--- config.mk ---
export PLATFORM = sky130hd
export DESIGN_NAME = adcc_top
export DESIGN_NICKNAME = d
export VERILOG_FILES = /design/src/core/adcc_pkg.sv /design/src/core/adcc_sar.sv /design/src/core/adcc_top.sv
export SDC_FILE = /design/constraint.sdc
export NUM_CORES = 1
export LEC_CHECK = 0
export ABC_AREA = 1
export BUFFER_PORTS_ARGS = -buffer_cell sky130_fd_sc_hd__buf_2
export CORE_ASPECT_RATIO = 1.4
export CORE_MARGIN = 8
export CORE_UTILIZATION = 40
export CTS_CLUSTER_SIZE = 10
export DETAILED_ROUTE_END_ITERATION = 7
export GPL_ROUTABILITY_DRIVEN = 0
export GPL_TIMING_DRIVEN = 0
export HOLD_SLACK_MARGIN = 0.15
export PLACE_DENSITY_LB_ADDON = 0.3
export SYNTH_ARGS = -nofsm -noshare
export SYNTH_HDL_FRONTEND = slang
export SYNTH_SLANG_ARGS = --single-unit
--- constraint.sdc ---
create_clock -name i_core_clk -period 1.55 [get_ports i_core_clk]
set_input_delay 0.0775 -clock i_core_clk [delete_from_list [all_inputs] [get_ports i_core_clk]]
set_output_delay 0.0775 -clock i_core_clk [all_outputs]
set_load 0.02 [all_outputs]
--- src/core/adcc_pkg.sv ---
// package: register map, field positions, reset values and timing constants of the converter control
package adcc_pkg;
   localparam int ADDR_W = 8;
   localparam logic [7:0] OFF_MODE = 8'h00;
   localparam logic [7:0] OFF_TRIG = 8'h04;
   localparam logic [7:0] OFF_CHAN = 8'h08;
   localparam logic [7:0] OFF_PORT = 8'h0C;
   localparam logic [7:0] OFF_RESULT = 8'h10;
   localparam logic [7:0] OFF_IRQ_STAT = 8'h14;
   localparam logic [7:0] OFF_IRQ_MASK = 8'h18;
   localparam logic [7:0] OFF_REFCTL = 8'h1C;
   localparam logic [7:0] OFF_DAC0 = 8'h20;
   localparam logic [7:0] OFF_DAC1 = 8'h24;
   localparam logic [7:0] OFF_DACMODE = 8'h28;
   localparam int MODE_START_BIT = 7;
   localparam int MODE_SCAN_BIT = 6;
   localparam int MODE_ENABLE_BIT = 0;
   localparam int TRIG_TIMER_BIT = 7;
   localparam int TRIG_SINGLE_BIT = 0;
   localparam int REF_BOOST_BIT = 1;
   localparam int REF_OUT_EN_BIT = 0;
   localparam int REF_SRC_SEL_BIT = 3;
   localparam int DACM_REF_SEL_BIT = 6;
   localparam int STAT_DONE_BIT = 0;
   localparam int STAT_DACREJ_BIT = 1;
   localparam int CHAN_W = 4;
   localparam int RES_W = 12;
   localparam logic [7:0] MODE_RST = 8'h00;
   localparam logic [31:0] RESP_OKAY = 32'h0;
   localparam logic [1:0] BRESP_OKAY = 2'h0;
   localparam logic [1:0] BRESP_SLVERR = 2'h2;
   localparam int CLK_MHZ = 250;
   localparam int CONV_CYCLES = 64;
endpackage

--- src/core/adcc_sar.sv ---
// successive-approximation sequencer producing one 12-bit code per conversion
`timescale 1ns/1ps
module adcc_sar
   import adcc_pkg::*;
#(
   parameter int RES_BITS = RES_W,
   parameter int CYCLES = CONV_CYCLES
) (
   input wire logic i_core_clk,
   input wire logic i_nrst,
   input wire logic i_run,
   input wire logic i_restart,
   input wire logic i_cmp,
   output logic [RES_BITS-1:0] o_code,
   output logic o_done
);
   localparam int CW = $clog2(CYCLES + 1);
   logic [CW-1:0] cnt_q, cnt_d;
   logic [RES_BITS-1:0] code_q, code_d;
   logic done_q, done_d;
   // the comparator is stepped at the tail of each conversion, one bit per cycle
   always_comb begin
      cnt_d = cnt_q;
      code_d = code_q;
      done_d = 1'b0;
      if (!i_run || i_restart) begin
         cnt_d = '0;
         code_d = '0;
      end else if (cnt_q == CW'(CYCLES - 1)) begin
         cnt_d = '0;
         done_d = 1'b1;
         code_d = {code_q[RES_BITS-2:0], i_cmp};
      end else begin
         cnt_d = cnt_q + CW'(1);
         if (cnt_q >= CW'(CYCLES - 1 - RES_BITS)) begin
            code_d = {code_q[RES_BITS-2:0], i_cmp};
         end
      end
   end
   always_ff @(posedge i_core_clk) begin
      if (!i_nrst) begin
         cnt_q <= '0;
         code_q <= '0;
         done_q <= 1'b0;
      end else begin
         cnt_q <= cnt_d;
         code_q <= code_d;
         done_q <= done_d;
      end
   end
   assign o_code = code_q;
   assign o_done = done_q;
endmodule

--- src/core/adcc_top.sv ---
// converter control: register file on AXI4-Lite, conflict handling, flag and interrupt
//
// Chosen here: the AXI4-Lite slave port and the register addresses.
`timescale 1ns/1ps
//////////////////////////////////////////////////////////////////////////////
//////////////////////////////////////////////////////////////////////////////
module adcc_top
   import adcc_pkg::*;
#(
   parameter int CYCLES = CONV_CYCLES
) (
   input wire logic i_core_clk,
   input wire logic i_nrst,
   input wire logic [ADDR_W-1:0] i_awaddr,
   input wire logic i_awvalid,
   output logic o_awready,
   input wire logic [31:0] i_wdata,
   input wire logic [3:0] i_wstrb,
   input wire logic i_wvalid,
   output logic o_wready,
   output logic [1:0] o_bresp,
   output logic o_bvalid,
   input wire logic i_bready,
   input wire logic [ADDR_W-1:0] i_araddr,
   input wire logic i_arvalid,
   output logic o_arready,
   output logic [31:0] o_rdata,
   output logic [1:0] o_rresp,
   output logic o_rvalid,
   input wire logic i_rready,
   input wire logic i_cmp,
   input wire logic i_timer_trig,
   output logic [CHAN_W-1:0] o_channel,
   output logic o_converting,
   output logic o_irq
);
   logic [7:0] mode_q, mode_d, trig_q, trig_d, port_q, port_d, ref_q, ref_d, dacm_q, dacm_d;
   logic [CHAN_W-1:0] chan_q, chan_d;
   logic [RES_W-1:0] result_q, result_d, pend_q, pend_d, dac0_q, dac0_d, dac1_q, dac1_d;
   logic pend_v_q, pend_v_d;
   logic [1:0] stat_q, stat_d, mask_q, mask_d;
   logic awh_q, awh_d, wh_q, wh_d, bv_q, bv_d, rv_q, rv_d;
   logic [ADDR_W-1:0] awa_q, awa_d;
   logic [31:0] wd_q, wd_d, rd_q, rd_d;
   logic [1:0] br_q, br_d;
   logic irq_q;
   logic [RES_W-1:0] sar_code;
   logic sar_done;
   logic wr_go, rd_go, rd_result, ctl_wr, chan_wr, restart, run, dac_blocked;
   //////////////////////////////////////////////////////////////////////////////
   assign run = mode_q[MODE_ENABLE_BIT] && mode_q[MODE_START_BIT];
   assign wr_go = awh_q && wh_q && !bv_q;
   assign rd_go = i_arvalid && !rv_q;
   assign rd_result = rd_go && (i_araddr == OFF_RESULT);
   assign ctl_wr = wr_go && (awa_q == OFF_MODE || awa_q == OFF_TRIG || awa_q == OFF_CHAN || awa_q == OFF_PORT);
   assign chan_wr = wr_go && (awa_q == OFF_CHAN);
   // single-shot timer-trigger mode does not restart the conversion on a channel write
   assign restart = (chan_wr && !(trig_q[TRIG_TIMER_BIT] && trig_q[TRIG_SINGLE_BIT]))
      || (i_timer_trig && trig_q[TRIG_TIMER_BIT]);
   // shared reference in use by both converters blocks dac writes while the start bit is set, even with enable clear
   assign dac_blocked = ref_q[REF_SRC_SEL_BIT] && dacm_q[DACM_REF_SEL_BIT] && mode_q[MODE_START_BIT];
   adcc_sar #(.RES_BITS(RES_W), .CYCLES(CYCLES)) u_sar (
      .i_core_clk(i_core_clk),
      .i_nrst(i_nrst),
      .i_run(run),
      .i_restart(restart),
      .i_cmp(i_cmp),
      .o_code(sar_code),
      .o_done(sar_done)
   );
   //////////////////////////////////////////////////////////////////////////////
   always_comb begin
      awh_d = awh_q;
      awa_d = awa_q;
      wh_d = wh_q;
      wd_d = wd_q;
      bv_d = bv_q;
      br_d = br_q;
      rv_d = rv_q;
      rd_d = rd_q;
      mode_d = mode_q;
      trig_d = trig_q;
      chan_d = chan_q;
      port_d = port_q;
      ref_d = ref_q;
      dacm_d = dacm_q;
      dac0_d = dac0_q;
      dac1_d = dac1_q;
      mask_d = mask_q;
      stat_d = stat_q;
      result_d = result_q;
      pend_d = pend_q;
      pend_v_d = 1'b0;
      if (i_awvalid && !awh_q) begin
         awh_d = 1'b1;
         awa_d = i_awaddr;
      end
      if (i_wvalid && !wh_q) begin
         wh_d = 1'b1;
         wd_d = i_wdata;
      end
      if (bv_q && i_bready) begin
         bv_d = 1'b0;
      end
      if (rv_q && i_rready) begin
         rv_d = 1'b0;
      end
      // clear first so that an event landing in the same cycle still sets its bit
      if (wr_go && awa_q == OFF_IRQ_STAT) begin
         stat_d = stat_q & ~wd_q[1:0];
      end
      if (pend_v_q) begin
         result_d = pend_q;
         stat_d[STAT_DONE_BIT] = 1'b1;
      end
      if (sar_done) begin
         if (ctl_wr) begin
            result_d = result_q;
         end else if (rd_result) begin
            pend_d = sar_code;
            pend_v_d = 1'b1;
         end else begin
            result_d = sar_code;
            stat_d[STAT_DONE_BIT] = 1'b1;
         end
         if (trig_q[TRIG_TIMER_BIT] && trig_q[TRIG_SINGLE_BIT] && !ctl_wr) begin
            mode_d[MODE_START_BIT] = 1'b0;
         end
      end
      if (i_timer_trig && trig_q[TRIG_TIMER_BIT] && mode_q[MODE_ENABLE_BIT]) begin
         mode_d[MODE_START_BIT] = 1'b1;
      end
      if (wr_go) begin
         awh_d = 1'b0;
         wh_d = 1'b0;
         bv_d = 1'b1;
         br_d = BRESP_OKAY;
         case (awa_q)
            OFF_MODE: mode_d = wd_q[7:0];
            OFF_TRIG: trig_d = wd_q[7:0];
            OFF_CHAN: chan_d = wd_q[CHAN_W-1:0];
            OFF_PORT: port_d = wd_q[7:0];
            OFF_REFCTL: ref_d = wd_q[7:0];
            OFF_DACMODE: dacm_d = wd_q[7:0];
            OFF_IRQ_MASK: mask_d = wd_q[1:0];
            OFF_IRQ_STAT: br_d = BRESP_OKAY;
            OFF_DAC0, OFF_DAC1: begin
               if (dac_blocked) begin
                  br_d = BRESP_SLVERR;
                  stat_d[STAT_DACREJ_BIT] = 1'b1;
               end else if (awa_q == OFF_DAC0) begin
                  dac0_d = wd_q[RES_W-1:0];
               end else begin
                  dac1_d = wd_q[RES_W-1:0];
               end
            end
            OFF_RESULT: br_d = BRESP_OKAY;
            default: br_d = BRESP_SLVERR;
         endcase
      end
      if (rd_go) begin
         rv_d = 1'b1;
         case (i_araddr)
            OFF_MODE: rd_d = {24'h0, mode_q};
            OFF_TRIG: rd_d = {24'h0, trig_q};
            OFF_CHAN: rd_d = {28'h0, chan_q};
            OFF_PORT: rd_d = {24'h0, port_q};
            OFF_RESULT: rd_d = {20'h0, result_q};
            OFF_IRQ_STAT: rd_d = {30'h0, stat_q};
            OFF_IRQ_MASK: rd_d = {30'h0, mask_q};
            OFF_REFCTL: rd_d = {24'h0, ref_q};
            OFF_DAC0: rd_d = {20'h0, dac0_q};
            OFF_DAC1: rd_d = {20'h0, dac1_q};
            OFF_DACMODE: rd_d = {24'h0, dacm_q};
            default: rd_d = RESP_OKAY;
         endcase
      end
   end
   always_ff @(posedge i_core_clk) begin
      if (!i_nrst) begin
         awh_q <= 1'b0;
         awa_q <= '0;
         wh_q <= 1'b0;
         wd_q <= '0;
         bv_q <= 1'b0;
         br_q <= BRESP_OKAY;
         rv_q <= 1'b0;
         rd_q <= '0;
         mode_q <= MODE_RST;
         trig_q <= MODE_RST;
         chan_q <= '0;
         port_q <= MODE_RST;
         ref_q <= MODE_RST;
         dacm_q <= MODE_RST;
         dac0_q <= '0;
         dac1_q <= '0;
         mask_q <= '0;
         stat_q <= '0;
         result_q <= '0;
         pend_q <= '0;
         pend_v_q <= 1'b0;
         irq_q <= 1'b0;
         o_channel <= '0;
         o_converting <= 1'b0;
      end else begin
         awh_q <= awh_d;
         awa_q <= awa_d;
         wh_q <= wh_d;
         wd_q <= wd_d;
         bv_q <= bv_d;
         br_q <= br_d;
         rv_q <= rv_d;
         rd_q <= rd_d;
         mode_q <= mode_d;
         trig_q <= trig_d;
         chan_q <= chan_d;
         port_q <= port_d;
         ref_q <= ref_d;
         dacm_q <= dacm_d;
         dac0_q <= dac0_d;
         dac1_q <= dac1_d;
         mask_q <= mask_d;
         stat_q <= stat_d;
         result_q <= result_d;
         pend_q <= pend_d;
         pend_v_q <= pend_v_d;
         irq_q <= |(stat_d & mask_d);
         o_channel <= chan_d;
         o_converting <= mode_d[MODE_ENABLE_BIT] && mode_d[MODE_START_BIT];
      end
   end
   assign o_awready = !awh_q;
   assign o_wready = !wh_q;
   assign o_bvalid = bv_q;
   assign o_bresp = br_q;
   assign o_arready = !rv_q;
   assign o_rvalid = rv_q;
   assign o_rdata = rd_q;
   assign o_rresp = BRESP_OKAY;
   assign o_irq = irq_q;
   //////////////////////////////////////////////////////////////////////////////
   property p_read_first;
      @(posedge i_core_clk) disable iff (!i_nrst)
      (sar_done && rd_result && !ctl_wr) |=> ##1 (stat_q[STAT_DONE_BIT] && result_q == $past(sar_code, 2));
   endproperty
   a_read_first: assert property (p_read_first) else $error("deferred result not stored");
   property p_ctl_drop;
      @(posedge i_core_clk) disable iff (!i_nrst)
      (sar_done && ctl_wr && !pend_v_q) |=> (result_q == $past(result_q));
   endproperty
   a_ctl_drop: assert property (p_ctl_drop) else $error("result stored despite control write");
   property p_chan_keeps_flag;
      @(posedge i_core_clk) disable iff (!i_nrst)
      (chan_wr && stat_q[STAT_DONE_BIT]) |=> stat_q[STAT_DONE_BIT];
   endproperty
   a_chan_keeps_flag: assert property (p_chan_keeps_flag) else $error("channel write cleared flag");
   property p_restart;
      @(posedge i_core_clk) disable iff (!i_nrst)
      (chan_wr && run && !trig_q[TRIG_SINGLE_BIT]) |=> !sar_done;
   endproperty
   a_restart: assert property (p_restart) else $error("conversion not restarted");
   property p_sticky;
      @(posedge i_core_clk) disable iff (!i_nrst)
      (stat_q[STAT_DONE_BIT] && !(wr_go && awa_q == OFF_IRQ_STAT)) |=> stat_q[STAT_DONE_BIT];
   endproperty
   a_sticky: assert property (p_sticky) else $error("done flag dropped");
   property p_store_sets;
      @(posedge i_core_clk) disable iff (!i_nrst)
      (sar_done && !ctl_wr && !rd_result) |=> stat_q[STAT_DONE_BIT];
   endproperty
   a_store_sets: assert property (p_store_sets) else $error("store did not set flag");
   property p_dac_guard;
      @(posedge i_core_clk) disable iff (!i_nrst)
      (wr_go && awa_q == OFF_DAC0 && dac_blocked) |=> (dac0_q == $past(dac0_q) && br_q == BRESP_SLVERR);
   endproperty
   a_dac_guard: assert property (p_dac_guard) else $error("dac rewritten on shared reference");
   property p_width;
      @(posedge i_core_clk) disable iff (!i_nrst)
      rv_q && $past(rd_result) |-> (rd_q[31:RES_W] == 20'h0);
   endproperty
   a_width: assert property (p_width) else $error("result wider than 12 bits");
endmodule

## Yosys cells after proc, flatten, opt, wreduce, memory -nomap -nowiden

Index checks and enable logic that the tools add are counted.

| word-level totals | value |
|---|---|
| memory bits (read-only) | 0 |
| bits in latches | 0 |
| input port bits | 61 |
| RAM bits | 0 |
| output and inout port bits | 47 |
| logic and storage cells | 142 |
| register bits | 177 |
| memories kept | 0 |

| operators by class | value |
|---|---|
| shift operators | 0 |
| $lt $le $gt $ge | 1 |
| multiplexer cells | 30 |
| $mul | 0 |
| add/sub/neg operators | 1 |
| equality and inequality tests | 22 |
| bitwise logic cells | 8 |
| reduce and logical (&&, ||, !) cells | 53 |
| div/mod/pow operators | 0 |

Operator list:

| cell | number |
|---|---|
| $pmux W12 S11 | 1 |
| $mux W12 | 6 |
| $eq A8 B5 Y1 const B | 8 |
| $eq A8 B6 Y1 const B | 6 |
| $eq A8 B4 Y1 const B | 4 |
| $logic_and A1 B1 Y1 | 20 |
| $eq A8 B3 Y1 const B | 2 |
| $logic_not A8 Y1 | 2 |
| $mux W1 | 16 |
| $mux W8 | 2 |
| $reduce_and A2 Y1 | 6 |
| $reduce_or A9 Y1 | 1 |
| $mux W2 | 4 |
| $reduce_and A4 Y1 | 2 |
| $reduce_or A2 Y1 | 4 |
| $add A7 B1 Y7 const B | 1 |
| $eq A7 B6 Y1 const B | 1 |
| $ge A7 B6 Y1 const B | 1 |
| $logic_not A1 Y1 | 7 |
| $reduce_bool A2 Y1 | 3 |
| $reduce_or A3 Y1 | 2 |
| $logic_or A1 B1 Y1 | 5 |
| $not A1 Y1 | 5 |
| $and A2 B2 Y2 | 2 |
| other kinds (4) | 4 |

## Depth between registers and ports, before layout

Gate-level depths: netlist (run 1).

| depth | value |
|---|---|
| word-level depth | 13 |
| gate-level depth with buffers | 11 |
| gate-level depth less buffers | 11 |

## Cells and area by module

Synthesis (run 1) repeated with hierarchy kept, for this count alone.

| second synthesis, totals | value |
|---|---|
| cell total of the unflattened synthesis | 967 |
| area, all modules | 7031.7 um2 |

Modules (own cells, without submodules):

| module | seq. area each (um2) | cells an instance | times used | area an instance (um2) |
|---|---|---|---|---|
| adcc_top | 2722.6 | 847 | 1 | 6162.2 |
| adcc_sar | 400.4 | 120 | 1 | 869.6 |

## Worst setup path before layout (run 1)

Ideal clock, no wire load.

| timing path | value |
|---|---|
| path type | register to register |
| from | register u_sar.cnt_q[0] |
| to | register u_sar.code_q[10], in the netlist u_sar.o_code[10] |
| cell stages (with the launch flop) | 9 |
| library setup time | 0.128 ns |
| slack | 0.002 ns |
| period minus slack after synthesis | 1.548 ns |
| buffers on the path | 1 |
| arrival time | 1.420 ns |
| required time | 1.422 ns |
| path through | dfxtp_1 > ha_1 > or2_2 > inv_1 > a31o_2 > nand2_1 > clkbuf_1 > o21ai_0 > a21oi_1 |

| between the ends | value |
|---|---|
| cells in the longest elaborated chain, start to end | 2 |
| elaborated cells between the ends (all ways) | 4 |
| those cells by class | order compare (1); eq/ne (1); mux (1); reduce/logical (1) |

RTL lines:

| element | RTL line | RTL |
|---|---|---|
| from (decl) | adcc_sar.sv:18 | `logic [CW-1:0] cnt_q, cnt_d;` |
| from (signal assigned) | adcc_sar.sv:46 | `cnt_q <= cnt_d;` |
| $ge A7 B6 Y1 or $eq A7 B6 Y1 (tied branches) | adcc_sar.sv:35, adcc_sar.sv:29 |  |
| $reduce_bool A2 Y1 (no source line) or $mux W12 (tied branches) | n/a |  |
| to (signal assigned) | adcc_sar.sv:47 | `code_q <= code_d;` |
| to (decl) | adcc_sar.sv:19 | `logic [RES_BITS-1:0] code_q, code_d;` |

Several ways; a longest one is shown, not always the timed one.
A chain may end at the register's enable or synchronous reset.

## Final worst setup path (run 1)

| timing path | value |
|---|---|
| from | register awa_q[7] |
| to | register chan_q[1] |

| between the ends | value |
|---|---|
| cells in the longest elaborated chain, start to end | 2 |

RTL lines:

| element | RTL line | RTL |
|---|---|---|
| from (decl) | adcc_top.sv:43 | `logic [ADDR_W-1:0] awa_q, awa_d;` |
| from (signal assigned) | adcc_top.sv:207 | `awa_q <= awa_d;` |
| $eq A8 B4 Y1 | adcc_top.sv:138 | `case (awa_q)` |
| $reduce_and A2 Y1 (no source line) | n/a |  |
| to (signal assigned) | adcc_top.sv:216 | `chan_q <= chan_d;` |
| to (decl) | adcc_top.sv:38 | `logic [CHAN_W-1:0] chan_q, chan_d;` |

No other way between the ends.

==> results.cfg, run 1 <==
[status]
status = finished with violations
violations = setup timing

[clock_network]
cts.sinks = 156
cts_tree = yes
path_clk_slew_ps = 70
htreeDepth = 4
cts_root_buf = clkbuf_16
cts-buffers-inserted = 17
clk_latency_ps = 420
clk_path_buf_depth = 2

[critical_path]
path_buf_inv = 3
critPathCaptureType = flop
worstPathRequired_ps = 1890
cp_max_fo = 6
r2r_cells = 8
r2r_start = awa_q[7]
path_depth = 8
reg2reg_slack_ps = -70
path_class = flop to flop
cp_slowest_cell = dfxtp_2
critPathLaunch = awa_q[7]
cp-start-kind = flop
r2r_end = chan_q[1]
crit_path_max_incr_delay_ps = 340
worstPathCellList = nor2_4 > nand3_4 > nand3b_1 > buf_6 > clkinvlp_4 > buf_6 > nor2_2 > a211oi_1
endpoint = chan_q[1]
cp_data_arrival_time_ps = 1960
crit_top_cell = buf_6
worst_path_dominant_cell_family = simple AND/OR/NAND/NOR gates

[cells_and_area]
final_cell_mix = nand2_1 (195), dfxtp_1 (146), nor2_1 (98)
finish.utilization = 0.527
drive_gt1_frac = 0.246
antenna_cells = 0
synthToLayoutAreaGrowth_pct = 30.0
num-fill-cells = 1711
final_nets = 1167
final_common_cell = nand2_1

[global_route]
grt_antenna_before_repair = 0
grt_pass1_wl_um = 32700
grt_start_max_net_pins = 17
grtUsageTotal = 0.193
overflow = 0
grt_pass1_vias = 6415

[floorplanning]
start_util = 0.405
die_width_um = 128
die_h_um = 172
core_region_area_mm2 = 0.0173
die_area_mm2 = 0.0220
io_pins = 108
rows = 57

[timing]
fmax_mhz = 616
finalSetupViolations = 15
finalCritPeriodShare = 1.05
rsz0062_at_grt = yes
post-route-min-period_ps = 1620
fin_ws_ps = -72.9
worst_pin_slew_ps = 779
slew_headroom = 0.481
hold_violations = 0
skew_ps = 12.8
holdWs_ps = 208
maxSlewViolCount = 0

[yosys]
synth.avg_cell_area_um2 = 7.36
synth.lib_cells_used.distinct = 36
synth_ff_type = dfxtp_1
ys_ff_latch = 156
syn_area_mm2 = 0.00699
synth-edff-count = 0
seq_area_frac_synth = 0.447
ys_warn_count = 0
syn_inst = 950
async_flop_share = 0

[detailed_routing]
dr_wl_met2_um = 10900
via_count = 6695
drt_pre_antenna_iters = 5
wl_per_cell_um = 15.9
top_layer_used = met4
wl_met1_um = 8400
via_per_inst = 4.94
drt_iter0_markers = 375
routed_wl_um = 21500
drc = 0
met3_length_um = 878
ant_nets = 0

[pwr]
p_leak_nw = 3.77
power_density_mw_per_mm2 = 985
power.total_mw = 8.95
irDropWorstVdd_mv = 0.656

[run]
drv_cap = 0

[min_path]
hp-class = input pin to flop
holdCritStartpoint = i_timer_trig

[placement]
io_buffers = 59
dp_hpwl_um = 15700
dp_slack_ps = -270
==> layer usage <==
metal,up-vias,global-route usage
met5,-,0
met4,0,0.141
met3,69,0.0324
met2,199,0.344
met1,3038,0.203
li1,3389,-
==> Yosys cell counts, drive strengths merged, types with 2 or more instances <==
cell type / instances / share of area
a211oi: 28 / 0.039
a21oi: 101 / 0.072
a31oi: 2 / 0.0018
buf: 46 / 0.048
clkbuf: 20 / 0.011
dfxtp: 156 / 0.45
inv: 83 / 0.045
nand2: 209 / 0.12
nand3: 81 / 0.059
nor2: 113 / 0.070
nor3: 11 / 0.013
nor4: 6 / 0.0054
o211ai: 4 / 0.0043
o21ai: 80 / 0.058
or2: 2 / 0.0018
xor2: 2 / 0.0025
==> sequential cells by signal, indices dropped and copies added, names as in the netlist, 2 cells and up <==
signal,flops
trig_q,8
result_q,12
o_rdata,12
dac1_q,12
ref_q,8
dac0_q,12
dacm_q,8
wd_q,12
port_q,8
mode_q,8
mask_q,2
u_sar.o_code,12
pend_q,12
stat_q,2
chan_q,4
awa_q,8
u_sar.cnt_q,7
==> what timing repair did <==
item	4_1_cts	5_1_grt
endpoints found under the hold margin	32	0
endpoints found under the setup margin	80	102
hold buffers	27	0
pin swaps	11	21
setup buffers	12	12
cloned	2	2
resized for setup	56	78
==> kinds of logic (layout without fill, tap and decap cells) <==
| kind of cell | Yosys count | after routing | share of synthesized area |
|---|---|---|---|
| adders and majority gates | 1 | 1 | 0.00179 |
| other | 1 | 23 | 0.000537 |
| xor gates and xnor gates | 2 | 2 | 0.00251 |
| buffers and inverters | 150 | 296 | 0.104 |
| AOI/OAI and AO/OA | 217 | 217 | 0.177 |
| DFF | 156 | 156 | 0.447 |
| and+or+nand+nor | 423 | 423 | 0.267 |
==> through the flow <==
step                setup TNS (ps)  instances  instance area [um^2]
CTS                           -226       1340                  8770
global route                 -3130       1354                  9090
floorplan                        0        972                  7070
global placement             -8520       1267                  7660
detailed placement           -9340       1267                  7660
finish                        -504       1354                  9090
==> how the worst min path moves through the flow <==
stage / endpoint / slack, ps / cells after the start
2_1_floorplan: wd_q[10] / 210 / 2
4_1_cts: u_sar.o_code[0] / 200 / 7
6_report: mode_q[7] / 210 / 7
5_1_grt: u_sar.o_code[0] / 260 / 7
3_3_place_gp: wd_q[9] / 310 / 3
3_5_place_dp: wd_q[8] / 300 / 3
==> worst reg2reg max path: stages, from the launching register on <==
cell and delay [ps]:
dfxtp_2 340, nor2_4 150, nand3_4 120, nand3b_1 310, buf_6 200, clkinvlp_4 120
buf_6 110, nor2_2 30, a211oi_1 180
==> final cells by class <==
cell class,instances,area (um^2),share of cell area
multi-input cells,666,3480,0.383
inverters,84,330,0.0363
flip-flops and latches,156,3140,0.345
well taps,236,295,0.0325
plain buffers,66,457,0.0503
clock inverters,13,130,0.0143
repair buffers,114,815,0.0896
clock buffers,19,443,0.0487
==> report_power, final <==
group	switching (mW)	internal, mW
logic	0.489	0.270
registers	0.0639	4.08
clock network	1.76	2.28
(Power assumes the default switching activity.)
==> run 2: changes to the inputs <==
--- a/config.mk
+++ b/config.mk
@@ -15,7 +15,7 @@
 export GPL_ROUTABILITY_DRIVEN = 0
 export GPL_TIMING_DRIVEN = 0
 export HOLD_SLACK_MARGIN = 0.15
-export PLACE_DENSITY_LB_ADDON = 0.3
+export PLACE_DENSITY = 0.7
 export SYNTH_ARGS = -nofsm -noshare
 export SYNTH_HDL_FRONTEND = slang
 export SYNTH_SLANG_ARGS = --single-unit
==> results.cfg, run 2 (synthesized netlist as in run 1, its figures left out) <==
[status]
status = finished with violations
violations = setup timing

[critical_path]
path_class = flop to flop
critPathCaptureType = flop
cp-start-kind = flop
worstPathCellList = inv_1 > nand3_4 > nor2_4 > nand2_4 > nor2_4 > inv_2 > buf_4 > nand3_1 > a21oi_1
worstPathRequired_ps = 1830
cp_data_arrival_time_ps = 1850
cp_max_fo = 5
cp_slowest_cell = dfxtp_1
r2r_cells = 9
crit_path_max_incr_delay_ps = 310
crit_top_cell = nor2_4

[cells_and_area]
final_common_cell = nand2_1
synthToLayoutAreaGrowth_pct = 29.1
final_nets = 1161
num-fill-cells = 1675
drive_gt1_frac = 0.246
final_cell_mix = nand2_1 (197), dfxtp_1 (147), nor2_1 (95)
finish.utilization = 0.523

[global_route]
grt_start_max_net_pins = 17
grt_pass1_vias = 6417
grt_antenna_before_repair = 0
overflow = 0
grt_pass1_wl_um = 32600
grtUsageTotal = 0.191

[timing]
rsz0062_at_grt = yes
hold_violations = 0
finalSetupViolations = 7
finalCritPeriodShare = 1.01
post-route-min-period_ps = 1570
fmax_mhz = 636
slew_headroom = 0.486
fin_ws_ps = -23.2
skew_ps = 9.59
holdWs_ps = 226
worst_pin_slew_ps = 771
maxSlewViolCount = 0
timing.setup.tns_ps = -54.5

[clock_network]
cts_root_buf = clkbuf_16
clk_latency_ps = 430
clk_path_buf_depth = 2
cts_tree = yes
htreeDepth = 4
cts-buffers-inserted = 17
cts.sinks = 156
path_clk_slew_ps = 70

[placement]
dp_hpwl_um = 15700
io_buffers = 59

[floorplanning]
core_region_area_mm2 = 0.0173
die_width_um = 128
die_h_um = 172
die_area_mm2 = 0.0220
io_pins = 108
rows = 57
start_util = 0.405

[run]
drv_cap = 0

[detailed_routing]
drt_pre_antenna_iters = 5
via_count = 6717
ant_nets = 0
drt_iter0_markers = 351
routed_wl_um = 21600
wl_per_cell_um = 16.0
via_per_inst = 4.98
drc = 0

[pwr]
power_density_mw_per_mm2 = 972
irDropWorstVdd_mv = 0.704
p_leak_nw = 3.71

[min_path]
hp-class = input pin to flop
min_path_cells = 7
run 2: changes by cell type in the layout (fill, tap and decap cells not counted), moves of 3 or more:
cell,previous run,this run
inv_4,4,1
nand3_2,12,15
buf_4,50,45
nor2_1,98,95
nand2_4,8,5
inv_1,67,70
nand3_1,68,65
nor2_2,5,8
run 2: worst max-delay path: cells and delay by family (launching register included):
family | cells | cell delay, ps
compound gates | 1 | 60
buf+inv | 3 | 390
flops | 1 | 310
simple gates | 5 | 660
run 2: routing by layer:
metal | vias to the layer above | share of wire | global-route usage
met3 | 76 | 0.056 | 0.0327
li1 | 3374 | - | -
met2 | 228 | 0.52 | 0.355
met1 | 3039 | 0.37 | 0.189
met5 | - | 0 | 0
met4 | 0 | 0.061 | 0.134
run 2: what timing repair did:
item / 4_1_cts / 5_1_grt
setup endpoints to repair: 79 / 84
buffers inserted: 11 / 8
hold endpoints to repair: 32 / 0
gates resized for setup: 38 / 93
gates cloned: 1 / 2
hold buffers: 27 / 0
pin swaps: 11 / 18
run 2: cell type report:
cell class / instances / area, um^2 / area share
antenna: 1 / 2.50 / 0.000277
buffer: 66 / 462 / 0.0512
clock buffer: 19 / 443 / 0.0491
clock inverter: 13 / 106 / 0.0118
inverter: 84 / 323 / 0.0358
multi-input combinational: 666 / 3500 / 0.388
sequential: 156 / 3130 / 0.347
tap: 236 / 295 / 0.0327
timing repair buffer: 108 / 754 / 0.0836
run 2: where the power goes:
| group | total, mW | internal [mW] | switching (mW) |
|---|---|---|---|
| Combinational | 0.747 | 0.256 | 0.491 |
| Sequential | 4.14 | 4.08 | 0.0610 |
| Clock | 3.88 | 2.12 | 1.76 |
run 2: path summary, 6_finish.rpt:
path                                   start         endpoint  slack, ps
worst max register to register      awa_q[4]      result_q[1]        -20
worst min-delay path            i_timer_trig  u_sar.o_code[0]        230
worst min register to register     dac1_q[5]        dac1_q[5]        450
worst max-delay path                awa_q[4]      result_q[1]        -20
run 2: metrics by stage:
step                std cells  cell area [um^2]  total power [mW]  worst slack [ps]
floorplan                 972              7070              4.62              1.71
global placement         1267              7660              4.82              -227
detailed placement       1267              7660              4.83              -273
CTS                      1338              8660              8.72             -46.6
global route             1348              9020              9.02             -92.0
finish                   1349              9020              8.77             -23.2
==> run 3: changes to the inputs <==
--- a/config.mk
+++ b/config.mk
@@ -15,7 +15,8 @@
 export GPL_ROUTABILITY_DRIVEN = 0
 export GPL_TIMING_DRIVEN = 0
 export HOLD_SLACK_MARGIN = 0.15
-export PLACE_DENSITY = 0.7
+export PLACE_DENSITY = 0.68
+export SETUP_SLACK_MARGIN = 0.4
 export SYNTH_ARGS = -nofsm -noshare
 export SYNTH_HDL_FRONTEND = slang
 export SYNTH_SLANG_ARGS = --single-unit
==> constraint.sdc (replaced) <==
create_clock -name i_core_clk -period 1.7 [get_ports i_core_clk]
set_input_delay 0.085 -clock i_core_clk [delete_from_list [all_inputs] [get_ports i_core_clk]]
set_output_delay 0.085 -clock i_core_clk [all_outputs]
set_load 0.02 [all_outputs]
==> results.cfg, run 3 (synthesized netlist as in run 1, its figures left out) <==
[status]
status = complete, no violations

[critical_path]
crit_path_max_incr_delay_ps = 330
worstPathCellList = nor2_4 > inv_2 > nor2_4 > nand3b_1 > o21ai_4 > inv_4 > buf_6 > o21ai_1 > a21oi_1
cp_data_arrival_time_ps = 1930
worstPathRequired_ps = 2010
cp_slowest_cell = dfxtp_2
r2r_end = u_sar.o_code[3]
path_class = flop to flop
cp-start-kind = flop
critPathCaptureType = flop
critPathLaunch = awa_q[0]
r2r_cells = 9
reg2reg_slack_ps = 80
endpoint = u_sar.o_code[3]
r2r_start = awa_q[0]
crit_top_cell = nor2_4
cp_max_fo = 5

[cells_and_area]
final_common_cell = nand2_1
seqCellArea_mm2 = 0.00314
final_nets = 1197
multi_input_area_mm2 = 0.00402
num-fill-cells = 1526
antenna_cells = 0
final_cell_mix = nand2_1 (185), dfxtp_1 (144), nor2_1 (74)
finish.utilization = 0.584
stdcell_count = 1383
final_area_mm2 = 0.0101
synthToLayoutAreaGrowth_pct = 44.3
drive_gt1_frac = 0.374

[placement]
post-place-cells = 1267
dp_hpwl_um = 16000
dp_slack_ps = -34.9
placed_area_mm2 = 0.00788
io_buffers = 59

[detailed_routing]
wl_per_cell_um = 17.6
via_count = 7220
drc = 0
ant_nets = 0
via_per_inst = 5.22
drt_iter0_markers = 465
routed_wl_um = 24300
drt_pre_antenna_iters = 5

[pwr]
irDropWorstVdd_mv = 0.576
p_leak_nw = 4.11
power_density_mw_per_mm2 = 825
power.total_mw = 8.32

[timing]
skew_ps = 12.4
finalCritPeriodShare = 0.955
maxSlewViolCount = 0
finalSetupViolations = 0
worst_pin_slew_ps = 1110
hold_violations = 0
fmax_mhz = 616
post-route-min-period_ps = 1620
slew_headroom = 0.263
rsz0062_at_grt = yes
holdWs_ps = 11.2
fin_ws_ps = 75.9
timing.setup.tns_ps = 0

[global_route]
grt_antenna_before_repair = 0
grtUsageTotal = 0.212
overflow = 0
grt_pass1_vias = 7101
grt_start_max_net_pins = 17
grt_pass1_wl_um = 36500

[clock_network]
cts-buffers-inserted = 17
cts.sinks = 156
cts_root_buf = clkbuf_16
clk_latency_ps = 430
cts_tree = yes
htreeDepth = 4
path_clk_slew_ps = 60
clk_path_buf_depth = 2

[floorplanning]
core_region_area_mm2 = 0.0173
io_pins = 108
start_util = 0.405
rows = 57
die_area_mm2 = 0.0220
die_width_um = 128
die_h_um = 172

[run]
drv_cap = 0

[min_path]
hp-class = input pin to flop
==> run 3: worst min path at each step <==
stage / startpoint / end / slack [ps] / cells after the start
after floorplan: i_awaddr[0] / awa_q[0] / 220 / 2
after global placement: i_awaddr[1] / awa_q[1] / 330 / 3
after detailed placement: i_awaddr[1] / awa_q[1] / 320 / 3
after CTS: i_nrst / trig_q[0] / -20 / 3
after global routing: i_arvalid / o_rdata[0] / 60 / 4
final: i_arvalid / o_rdata[0] / 10 / 4
==> run 3: power by group <==
group          internal (mW)  total, mW  switching (mW)
Clock                   2.12       3.68            1.56
Sequential              3.72       3.79          0.0720
Combinational          0.322      0.853           0.532
==> run 3: worst max-delay path: cells and delay by family (launching register included) <==
kind	cells	cell delay (ps)
simple gates	3	510
buf+inv	3	300
compound gates	3	360
flops	1	330
==> run 3: repair_timing <==
item,CTS,global route
gates cloned,10,1
hold buffers,25,1
gates resized for setup,154,120
hold endpoints to repair,32,7
pin swaps,39,30
endpoints found under the setup margin,130,146
buffers inserted,38,10
==> run 3: layout make-up <==
| class | instances | share of cell area |
|---|---|---|
| Multi-Input combinational cell | 667 | 0.398 |
| Sequential cell | 156 | 0.312 |
| Timing Repair Buffer | 143 | 0.120 |
| Buffer | 66 | 0.0501 |
| Clock buffer | 21 | 0.0468 |
| Inverter | 84 | 0.0350 |
| Tap cell | 236 | 0.0293 |
| Clock inverter | 10 | 0.00906 |
==> run 3: layer usage <==
metal	vias to the layer above	wire, um	track usage
met4	0	1750	0.167
met5	-	0	0
met2	300	12500	0.385
met1	3354	8580	0.209
li1	3456	-	-
met3	110	1460	0.0414
